### config.mk
export PLATFORM = sky130hd
export DESIGN_NAME = device_ctl_status
export DESIGN_NICKNAME = d
export VERILOG_FILES = /design/src/rtl/devctl_pkg.sv /design/src/rtl/device_ctl_status.sv
export SDC_FILE = /design/constraint.sdc
export NUM_CORES = 1
export LEC_CHECK = 0
export ABC_AREA = 1
export CAP_MARGIN = 20
export CORE_ASPECT_RATIO = 1.5
export CORE_MARGIN = 2
export CORE_UTILIZATION = 30
export DETAILED_ROUTE_END_ITERATION = 12
export DONT_BUFFER_PORTS = 1
export PLACE_DENSITY = 0.43
export SETUP_SLACK_MARGIN = 0.3
export SLEW_MARGIN = 20
export SYNTH_ARGS = -nofsm -noshare
export SYNTH_HDL_FRONTEND = slang
export SYNTH_SLANG_ARGS = --single-unit
### constraint.sdc
create_clock -name pclk -period 1.9 [get_ports pclk]
set_clock_uncertainty 0.2 [all_clocks]
set_input_delay 0.095 -clock pclk [delete_from_list [all_inputs] [get_ports pclk]]
set_output_delay 0.095 -clock pclk [all_outputs]
set_load 0.01 [all_outputs]
### src/rtl/devctl_pkg.sv
// Summary of operation
// RL1: control bits 0 to 3 are read-write enables for correctable, non-fatal, fatal and unsupported request reporting, reset zero.
// RL2: control bit 4, relaxed ordering enable, reads zero and ignores writes.
// RL3: control bits 7:5 select the payload limit, codes 0 to 4 giving 128 to 2048 bytes, reset zero.
// RL4: reserved payload codes 5, 6 and 7 act exactly like the 128 byte limit.
// RL5: control bit 8, wide tag enable, is read-write, reset zero, and has no effect in normal operation.
// RL6: with sequential tag debug set, tags run 0 to 31 when the wide tag enable is clear and 0 to 255 when it is set.
// RL7: control bit 9, phantom function enable, is hardwired zero.
// RL8: control bit 10, auxiliary power management enable, reads zero.
// RL9: control bit 11, no-snoop enable, reads zero.
// RL10: control bits 14:12, maximum read request size, read zero.
// RL11: status bits 0 to 2 set on correctable, non-fatal and fatal errors regardless of enables and clear on a written one.
// RL12: status bit 3 sets on an unsupported request regardless of its enable, resets zero and clears on a written one.
// RL13: status bit 4, auxiliary power seen, reads zero.
// RL14: status bit 5, transactions pending, reads zero.
// RL15: reserved bits, control bit 15 and status bits 15:6, read zero and ignore writes.
package devctl_pkg;
  localparam logic [11:0] DEV_CTL_IDX     = 12'h048;
  localparam logic [11:0] DEV_STS_IDX     = 12'h04A;
  localparam logic [11:0] DEV_CTL_ADDR    = 12'(DEV_CTL_IDX * 4);
  localparam logic [11:0] DEV_STS_ADDR    = 12'(DEV_STS_IDX * 4);
  localparam logic [11:0] IRQ_MASK_ADDR   = 12'h200;
  localparam logic [11:0] TL_CTL_ADDR     = 12'h204;
  localparam int          EN_LSB          = 0;
  localparam int          MPS_LSB         = 5;
  localparam int          WIDE_TAG_BIT    = 8;
  localparam int          SEQ_TAG_BIT     = 0;
  localparam logic [3:0]  EN_RST          = 4'h0;
  localparam logic [2:0]  MPS_RST         = 3'h0;
  localparam logic [3:0]  STS_RST         = 4'h0;
  localparam logic [3:0]  MASK_RST        = 4'h0;
  localparam logic [7:0]  NARROW_TAG_MAX  = 8'h1F;
  localparam logic [7:0]  WIDE_TAG_MAX    = 8'hFF;
  localparam logic [11:0] PAYLOAD_128     = 12'h080;
  localparam logic [11:0] PAYLOAD_256     = 12'h100;
  localparam logic [11:0] PAYLOAD_512     = 12'h200;
  localparam logic [11:0] PAYLOAD_1024    = 12'h400;
  localparam logic [11:0] PAYLOAD_2048    = 12'h800;
endpackage : devctl_pkg

### src/rtl/device_ctl_status.sv
`timescale 1ns/1ps
`default_nettype none
module device_ctl_status
  import devctl_pkg::*;
(
  input  wire logic        pclk,
  input  wire logic        presetn,
  input  wire logic        psel,
  input  wire logic        penable,
  input  wire logic        pwrite,
  input  wire logic [11:0] paddr,
  input  wire logic [31:0] pwdata,
  input  wire logic [3:0]  pstrb,
  output logic             pready,
  output logic [31:0]      prdata,
  output logic             pslverr,
  input  wire logic        correctable_err,
  input  wire logic        nonfatal_err,
  input  wire logic        fatal_err,
  input  wire logic        unsupported_req,
  input  wire logic        tag_advance,
  output logic             correctable_report_en,
  output logic             nonfatal_report_en,
  output logic             fatal_report_en,
  output logic             unsupported_req_report_en,
  output logic             wide_tag_en,
  output logic [11:0]      max_payload_bytes,
  output logic [7:0]       debug_tag,
  output logic             irq
);
  logic [3:0]  en_q, en_d;
  logic [2:0]  mps_q, mps_d;
  logic        wide_q, wide_d;
  logic [3:0]  sts_q, sts_d;
  logic [3:0]  mask_q, mask_d;
  logic        seq_q, seq_d;
  logic [7:0]  tag_q, tag_d;
  logic [11:0] payload_q, payload_d;
  logic        pready_q, prdy_d;
  logic [31:0] prdata_q, rdata_d;
  logic        pslverr_q, err_d;
  logic        irq_q, irq_d;

  wire         access    = psel & penable;
  wire         fire      = access & pready_q;
  wire         wr_fire   = fire & pwrite;
  wire         hit_ctl   = paddr == DEV_CTL_ADDR;
  wire         hit_sts   = paddr == DEV_STS_ADDR;
  wire         hit_mask  = paddr == IRQ_MASK_ADDR;
  wire         hit_tl    = paddr == TL_CTL_ADDR;
  wire         mapped    = hit_ctl | hit_sts | hit_mask | hit_tl;
  wire         wr_lo     = wr_fire & pstrb[0];
  wire         wr_hi     = wr_fire & pstrb[1];
  wire [3:0]   events    = {unsupported_req, fatal_err, nonfatal_err, correctable_err};
  // read-only and reserved control bits are never stored, so they read zero
  wire [15:0]  ctl_view  = {7'h00, wide_q, mps_q, 1'b0, en_q}; // RL2 RL7 RL8 RL9 RL10 RL15
  wire [15:0]  sts_view  = {12'h000, sts_q}; // RL13 RL14 RL15
  wire [3:0]   sts_clr   = (wr_lo & hit_sts) ? pwdata[3:0] : 4'h0;
  wire [7:0]   tag_max   = wide_q ? WIDE_TAG_MAX : NARROW_TAG_MAX; // RL6

  assign en_d      = (wr_lo & hit_ctl) ? pwdata[EN_LSB +: 4] : en_q; // RL1
  assign mps_d     = (wr_lo & hit_ctl) ? pwdata[MPS_LSB +: 3] : mps_q; // RL3
  assign wide_d    = (wr_hi & hit_ctl) ? pwdata[WIDE_TAG_BIT] : wide_q; // RL5
  // set beats clear so an error in the clearing cycle survives
  assign sts_d     = (sts_q & ~sts_clr) | events; // RL11 RL12
  assign mask_d    = (wr_lo & hit_mask) ? pwdata[3:0] : mask_q;
  assign seq_d     = (wr_lo & hit_tl) ? pwdata[SEQ_TAG_BIT] : seq_q;
  assign tag_d     = !seq_q ? 8'h00 : !tag_advance ? tag_q
                   : (tag_q >= tag_max) ? 8'h00 : tag_q + 8'h01; // RL6
  assign irq_d     = |(sts_d & mask_d);
  assign prdy_d    = access & ~pready_q;
  assign err_d     = ~mapped;
  assign rdata_d   = hit_ctl  ? {16'h0000, ctl_view}
                   : hit_sts  ? {16'h0000, sts_view}
                   : hit_mask ? {28'h0000000, mask_q}
                   : hit_tl   ? {31'h00000000, seq_q} : 32'h00000000;

  always_comb begin
    unique case (mps_q) // RL3 RL4
      3'h0:    payload_d = PAYLOAD_128;
      3'h1:    payload_d = PAYLOAD_256;
      3'h2:    payload_d = PAYLOAD_512;
      3'h3:    payload_d = PAYLOAD_1024;
      3'h4:    payload_d = PAYLOAD_2048;
      default: payload_d = PAYLOAD_128; // reserved codes fall back
    endcase
  end

  always_ff @(posedge pclk or negedge presetn) begin
    if (!presetn) begin
      en_q <= EN_RST;
    end else begin
      en_q <= en_d; // RL1
    end
  end

  always_ff @(posedge pclk or negedge presetn) begin
    if (!presetn) begin
      mps_q <= MPS_RST;
    end else begin
      mps_q <= mps_d; // RL3
    end
  end

  always_ff @(posedge pclk or negedge presetn) begin
    if (!presetn) begin
      wide_q <= 1'b0;
    end else begin
      wide_q <= wide_d; // RL5
    end
  end

  always_ff @(posedge pclk or negedge presetn) begin
    if (!presetn) begin
      sts_q <= STS_RST;
    end else begin
      sts_q <= sts_d; // RL11 RL12
    end
  end

  always_ff @(posedge pclk or negedge presetn) begin
    if (!presetn) begin
      mask_q <= MASK_RST;
    end else begin
      mask_q <= mask_d;
    end
  end

  always_ff @(posedge pclk or negedge presetn) begin
    if (!presetn) begin
      seq_q <= 1'b0;
    end else begin
      seq_q <= seq_d;
    end
  end

  always_ff @(posedge pclk or negedge presetn) begin
    if (!presetn) begin
      tag_q <= 8'h00;
    end else begin
      tag_q <= tag_d; // RL6
    end
  end

  // one wait state keeps prdata straight from a flop
  always_ff @(posedge pclk or negedge presetn) begin
    if (!presetn) begin
      pready_q <= 1'b0;
    end else begin
      pready_q <= prdy_d;
    end
  end

  always_ff @(posedge pclk or negedge presetn) begin
    if (!presetn) begin
      prdata_q <= 32'h00000000;
    end else begin
      prdata_q <= prdy_d ? rdata_d : 32'h00000000;
    end
  end

  always_ff @(posedge pclk or negedge presetn) begin
    if (!presetn) begin
      pslverr_q <= 1'b0;
    end else begin
      pslverr_q <= prdy_d & err_d;
    end
  end

  always_ff @(posedge pclk or negedge presetn) begin
    if (!presetn) begin
      payload_q <= PAYLOAD_128;
    end else begin
      payload_q <= payload_d; // RL3 RL4
    end
  end

  always_ff @(posedge pclk or negedge presetn) begin
    if (!presetn) begin
      irq_q <= 1'b0;
    end else begin
      irq_q <= irq_d;
    end
  end

  assign pready                    = pready_q;
  assign prdata                    = prdata_q;
  assign pslverr                   = pslverr_q;
  assign correctable_report_en     = en_q[0];
  assign nonfatal_report_en        = en_q[1];
  assign fatal_report_en           = en_q[2];
  assign unsupported_req_report_en = en_q[3];
  assign wide_tag_en               = wide_q;
  assign max_payload_bytes         = payload_q;
  assign debug_tag                 = tag_q;
  assign irq                       = irq_q;
endmodule : device_ctl_status
`default_nettype wire

==> flow_metrics.env <==
export IMPL_rsz0062_at_grt="yes"
export IMPL_async_reset_ff_share_pct=100
export IMPL_routed_wl_met3_um=271
export IMPL_grt_pass1_vias=1762
export IMPL_synth_enable_flop_cells=0
export IMPL_irDropWorstVdd_uv=298
export IMPL_fp_row_count=38
export IMPL_syn_avg_cell_area_um2=8.37
export IMPL_layout_drive_gt1_share_pct=16.6
export IMPL_outcome="finished with violations"
export IMPL_mostFrequentLayoutCells="nand2_1 (47), dfrtp_1 (39), conb_1 (31), inv_1 (30)"
export IMPL_cts_buffers=5
export IMPL_ys_warnings_count=0
export IMPL_portBuffers=0
export IMPL_syn2layout_area_growth_pct=25.7
export IMPL_violations="hold timing"
export IMPL_post_route_min_period_ps=1640
export IMPL_diodes=0
export IMPL_final_common_cell="nand2_1"
export IMPL_finalSetupTns_ps=0
export IMPL_grt_overflow=0
export IMPL_dp_hpwl_mm=3.90
export IMPL_yosysSeqAreaShare_pct=46.5
export IMPL_worstRegToRegCells=7
export IMPL_grt_antenna_before_repair=0
export IMPL_synthCells=264
export IMPL_synth_top_area_cell="dfrtp_1"
export IMPL_first_iter_violations=42
export IMPL_highest_layer="met4"
export IMPL_remaining_drc_errors=0
export IMPL_arrival_ps=1660
export IMPL_clock_sinks=41
export IMPL_reg2reg_from="wide_tag_en$_DFFE_PN0P_"
export IMPL_worstPathRequired_ps=1930
export IMPL_grtUsageTotal_pct=13.4
export IMPL_synth_main_ff_cell="dfrtp_1"
export IMPL_antenna_left=0
export IMPL_htree_levels=2
export IMPL_fp_coreArea_um2=7180
export IMPL_grt_pass1_wl_mm=8.10
export IMPL_hold_viol_final=2
export IMPL_die_h_um=109
export IMPL_vias=1745
export IMPL_die_area_um2=8080
export IMPL_layout_nets=368
export IMPL_wirelength_mm=5.06
export IMPL_cap_violations=0
export IMPL_ctsHoldBuffers=25
export IMPL_m1WireLength_mm=1.83
export IMPL_yosysUniqueCellTypes=28
export IMPL_cp_start_kind="register"
export IMPL_powerDensity_nw_per_um2=730
export IMPL_holdWs_ps=-49.7
export IMPL_setup_viol=0
export IMPL_cts_tree="built"
export IMPL_die_w_um=74.1
export IMPL_timing_final_crit_share_pct=86.1
export IMPL_multi_input_area_um2=1010
export IMPL_routed_wl_met2_mm=2.93
export IMPL_setup_ws_ps=265
export IMPL_ff_latch_area_um2=1030
export IMPL_grt_start_max_net_pins=42
export IMPL_slew_viol_final=0
export IMPL_p_leak_nw=1.37
export IMPL_cts_clk_slew_worst_paths_ps=80
export IMPL_nFillCells=767
export IMPL_dr_pass1_iters=6
export IMPL_ys_ff_latch=41
export IMPL_gp_congestion=0.757
export IMPL_clock_latency_ps=280
export IMPL_synth_top_cell_area_share_pct=45.3
export IMPL_worstPathMaxFanout=5
export IMPL_dp_slack_ps=149
export IMPL_syn_area_um2=2210
export IMPL_routedWlPerCell_um=12.4
export IMPL_crit_start="wide_tag_en$_DFFE_PN0P_"
export IMPL_place_area_um2=2300
export IMPL_hold_class="in2reg"
export IMPL_postLayoutCellArea_um2=2780
export IMPL_worst_setup_path_end_kind="register"
export IMPL_fmax_mhz=611
export IMPL_initial_core_util_pct=30.8
export IMPL_cts_buffer_depth=2
export IMPL_crit_type="reg2reg"
export IMPL_synth_area_leaders="dfrtp_1 (45%), buf_4 (11%), nand2_1 (8.0%)"
export IMPL_rr_endpoint="debug_tag[7]$_DFFE_PN0P_"
export IMPL_rrSetupSlack_ps=260
export IMPL_endpoint="debug_tag[7]$_DFFE_PN0P_"
export IMPL_root_buffer="clkbuf_8"
export IMPL_io_pins=118
export IMPL_drt_vias_per_instance=4.29
worst min path at each step:
stage / startpoint / end / slack (ps) / depth (start not counted)
floorplan: presetn / debug_tag[0]$_DFFE_PN0P_ / -400 / 0
global placement: presetn / debug_tag[3]$_DFFE_PN0P_ / -400 / 0
detailed placement: presetn / debug_tag[3]$_DFFE_PN0P_ / -400 / 0
CTS: paddr[6] / mask_q[0]$_DFF_PN0_ / -40 / 5
global route: paddr[6] / mask_q[0]$_DFF_PN0_ / -8 / 5
finish: paddr[6] / mask_q[0]$_DFF_PN0_ / -50 / 5
timing repair:
action / in CTS / in global routing
resized for setup: 9 / 14
pin swaps: 2 / 3
setup buffers: 2 / 0
hold endpoints to repair: 67 / 1
gates cloned: 0 / 0
setup endpoints to repair: 8 / 20
cell type report:
class	count	area share, %
flip-flops and latches	41	37.1
multi-input cells	187	36.3
repair buffers	38	14.0
inverters	33	4.64
well taps	100	4.51
clock buffers	6	2.98
clock inverters	2	0.496
critical path: stages (launching register included):
cell and delay (ps):
dfrtp_2 420, clkinv_4 110, ha_4 230, a21oi_2 150, nand3_2 120, nor3b_2 220, nand2_1 70, nand2_1 70
layer usage:
metal | vias up | GRT usage [%]
met5 | - | 0
met4 | 0 | 4.29
met3 | 2 | 3.79
met2 | 49 | 25.5
met1 | 821 | 13.5
li1 | 873 | -
logic make-up (layout without fill, tap and decap cells):
| kind of cell | Yosys count | count (layout) | share of synthesized area, % |
|---|---|---|---|
| simple gates | 118 | 118 | 25.2 |
| buf+inv | 66 | 79 | 16.6 |
| flops | 41 | 41 | 46.5 |
| compound gates | 27 | 27 | 6.40 |
| xor+xnor | 6 | 6 | 2.38 |
| fa+ha+maj | 4 | 4 | 2.27 |
| other cells | 1 | 31 | 0.170 |
| mux | 1 | 1 | 0.510 |
cell usage after synthesis, types with 2 or more instances:
cell,n
ha_1,4
nor2_1,27
nand2_1,47
buf_4,31
buf_2,2
nand4_1,8
inv_1,33
a21oi_1,10
o21ai_1,3
nor2_2,3
xor2_1,5
nor3_1,11
dfrtp_1,40
nand3_1,15
o21ai_0,12
registers in the layout, indices dropped and copies added, names as in the netlist:
| signal | flops |
|---|---|
| debug_tag | 8 |
| prdata | 8 |
| max_payload_bytes | 5 |
| en_q | 4 |
| mask_q | 4 |
| sts_q | 4 |
| mps_q | 3 |
| irq | 1 |
| pready | 1 |
| pslverr | 1 |
| seq_q | 1 |
| wide_tag_en | 1 |
power breakdown:
group          switching, W  total [W]  internal (W)
registers         0.0000848    0.00103      0.000941
clock network      0.000300   0.000594      0.000294
logic              0.000228   0.000406      0.000178
metrics by stage:
| step | power, W | utilization, % | std cells | hold slack, ps |
|---|---|---|---|---|
| global route | 0.00218 | 38.7 | 407 | -8.32 |
| floorplan | 0.00129 | - | 294 | -401 |
| detailed placement | 0.00135 | 32.1 | 372 | -400 |
| finish | 0.00203 | 38.7 | 407 | -49.7 |
| CTS | 0.00207 | 38.1 | 407 | -35.2 |
| global placement | 0.00135 | 32.1 | 372 | -400 |
Power figures use the tool's default switching activity.
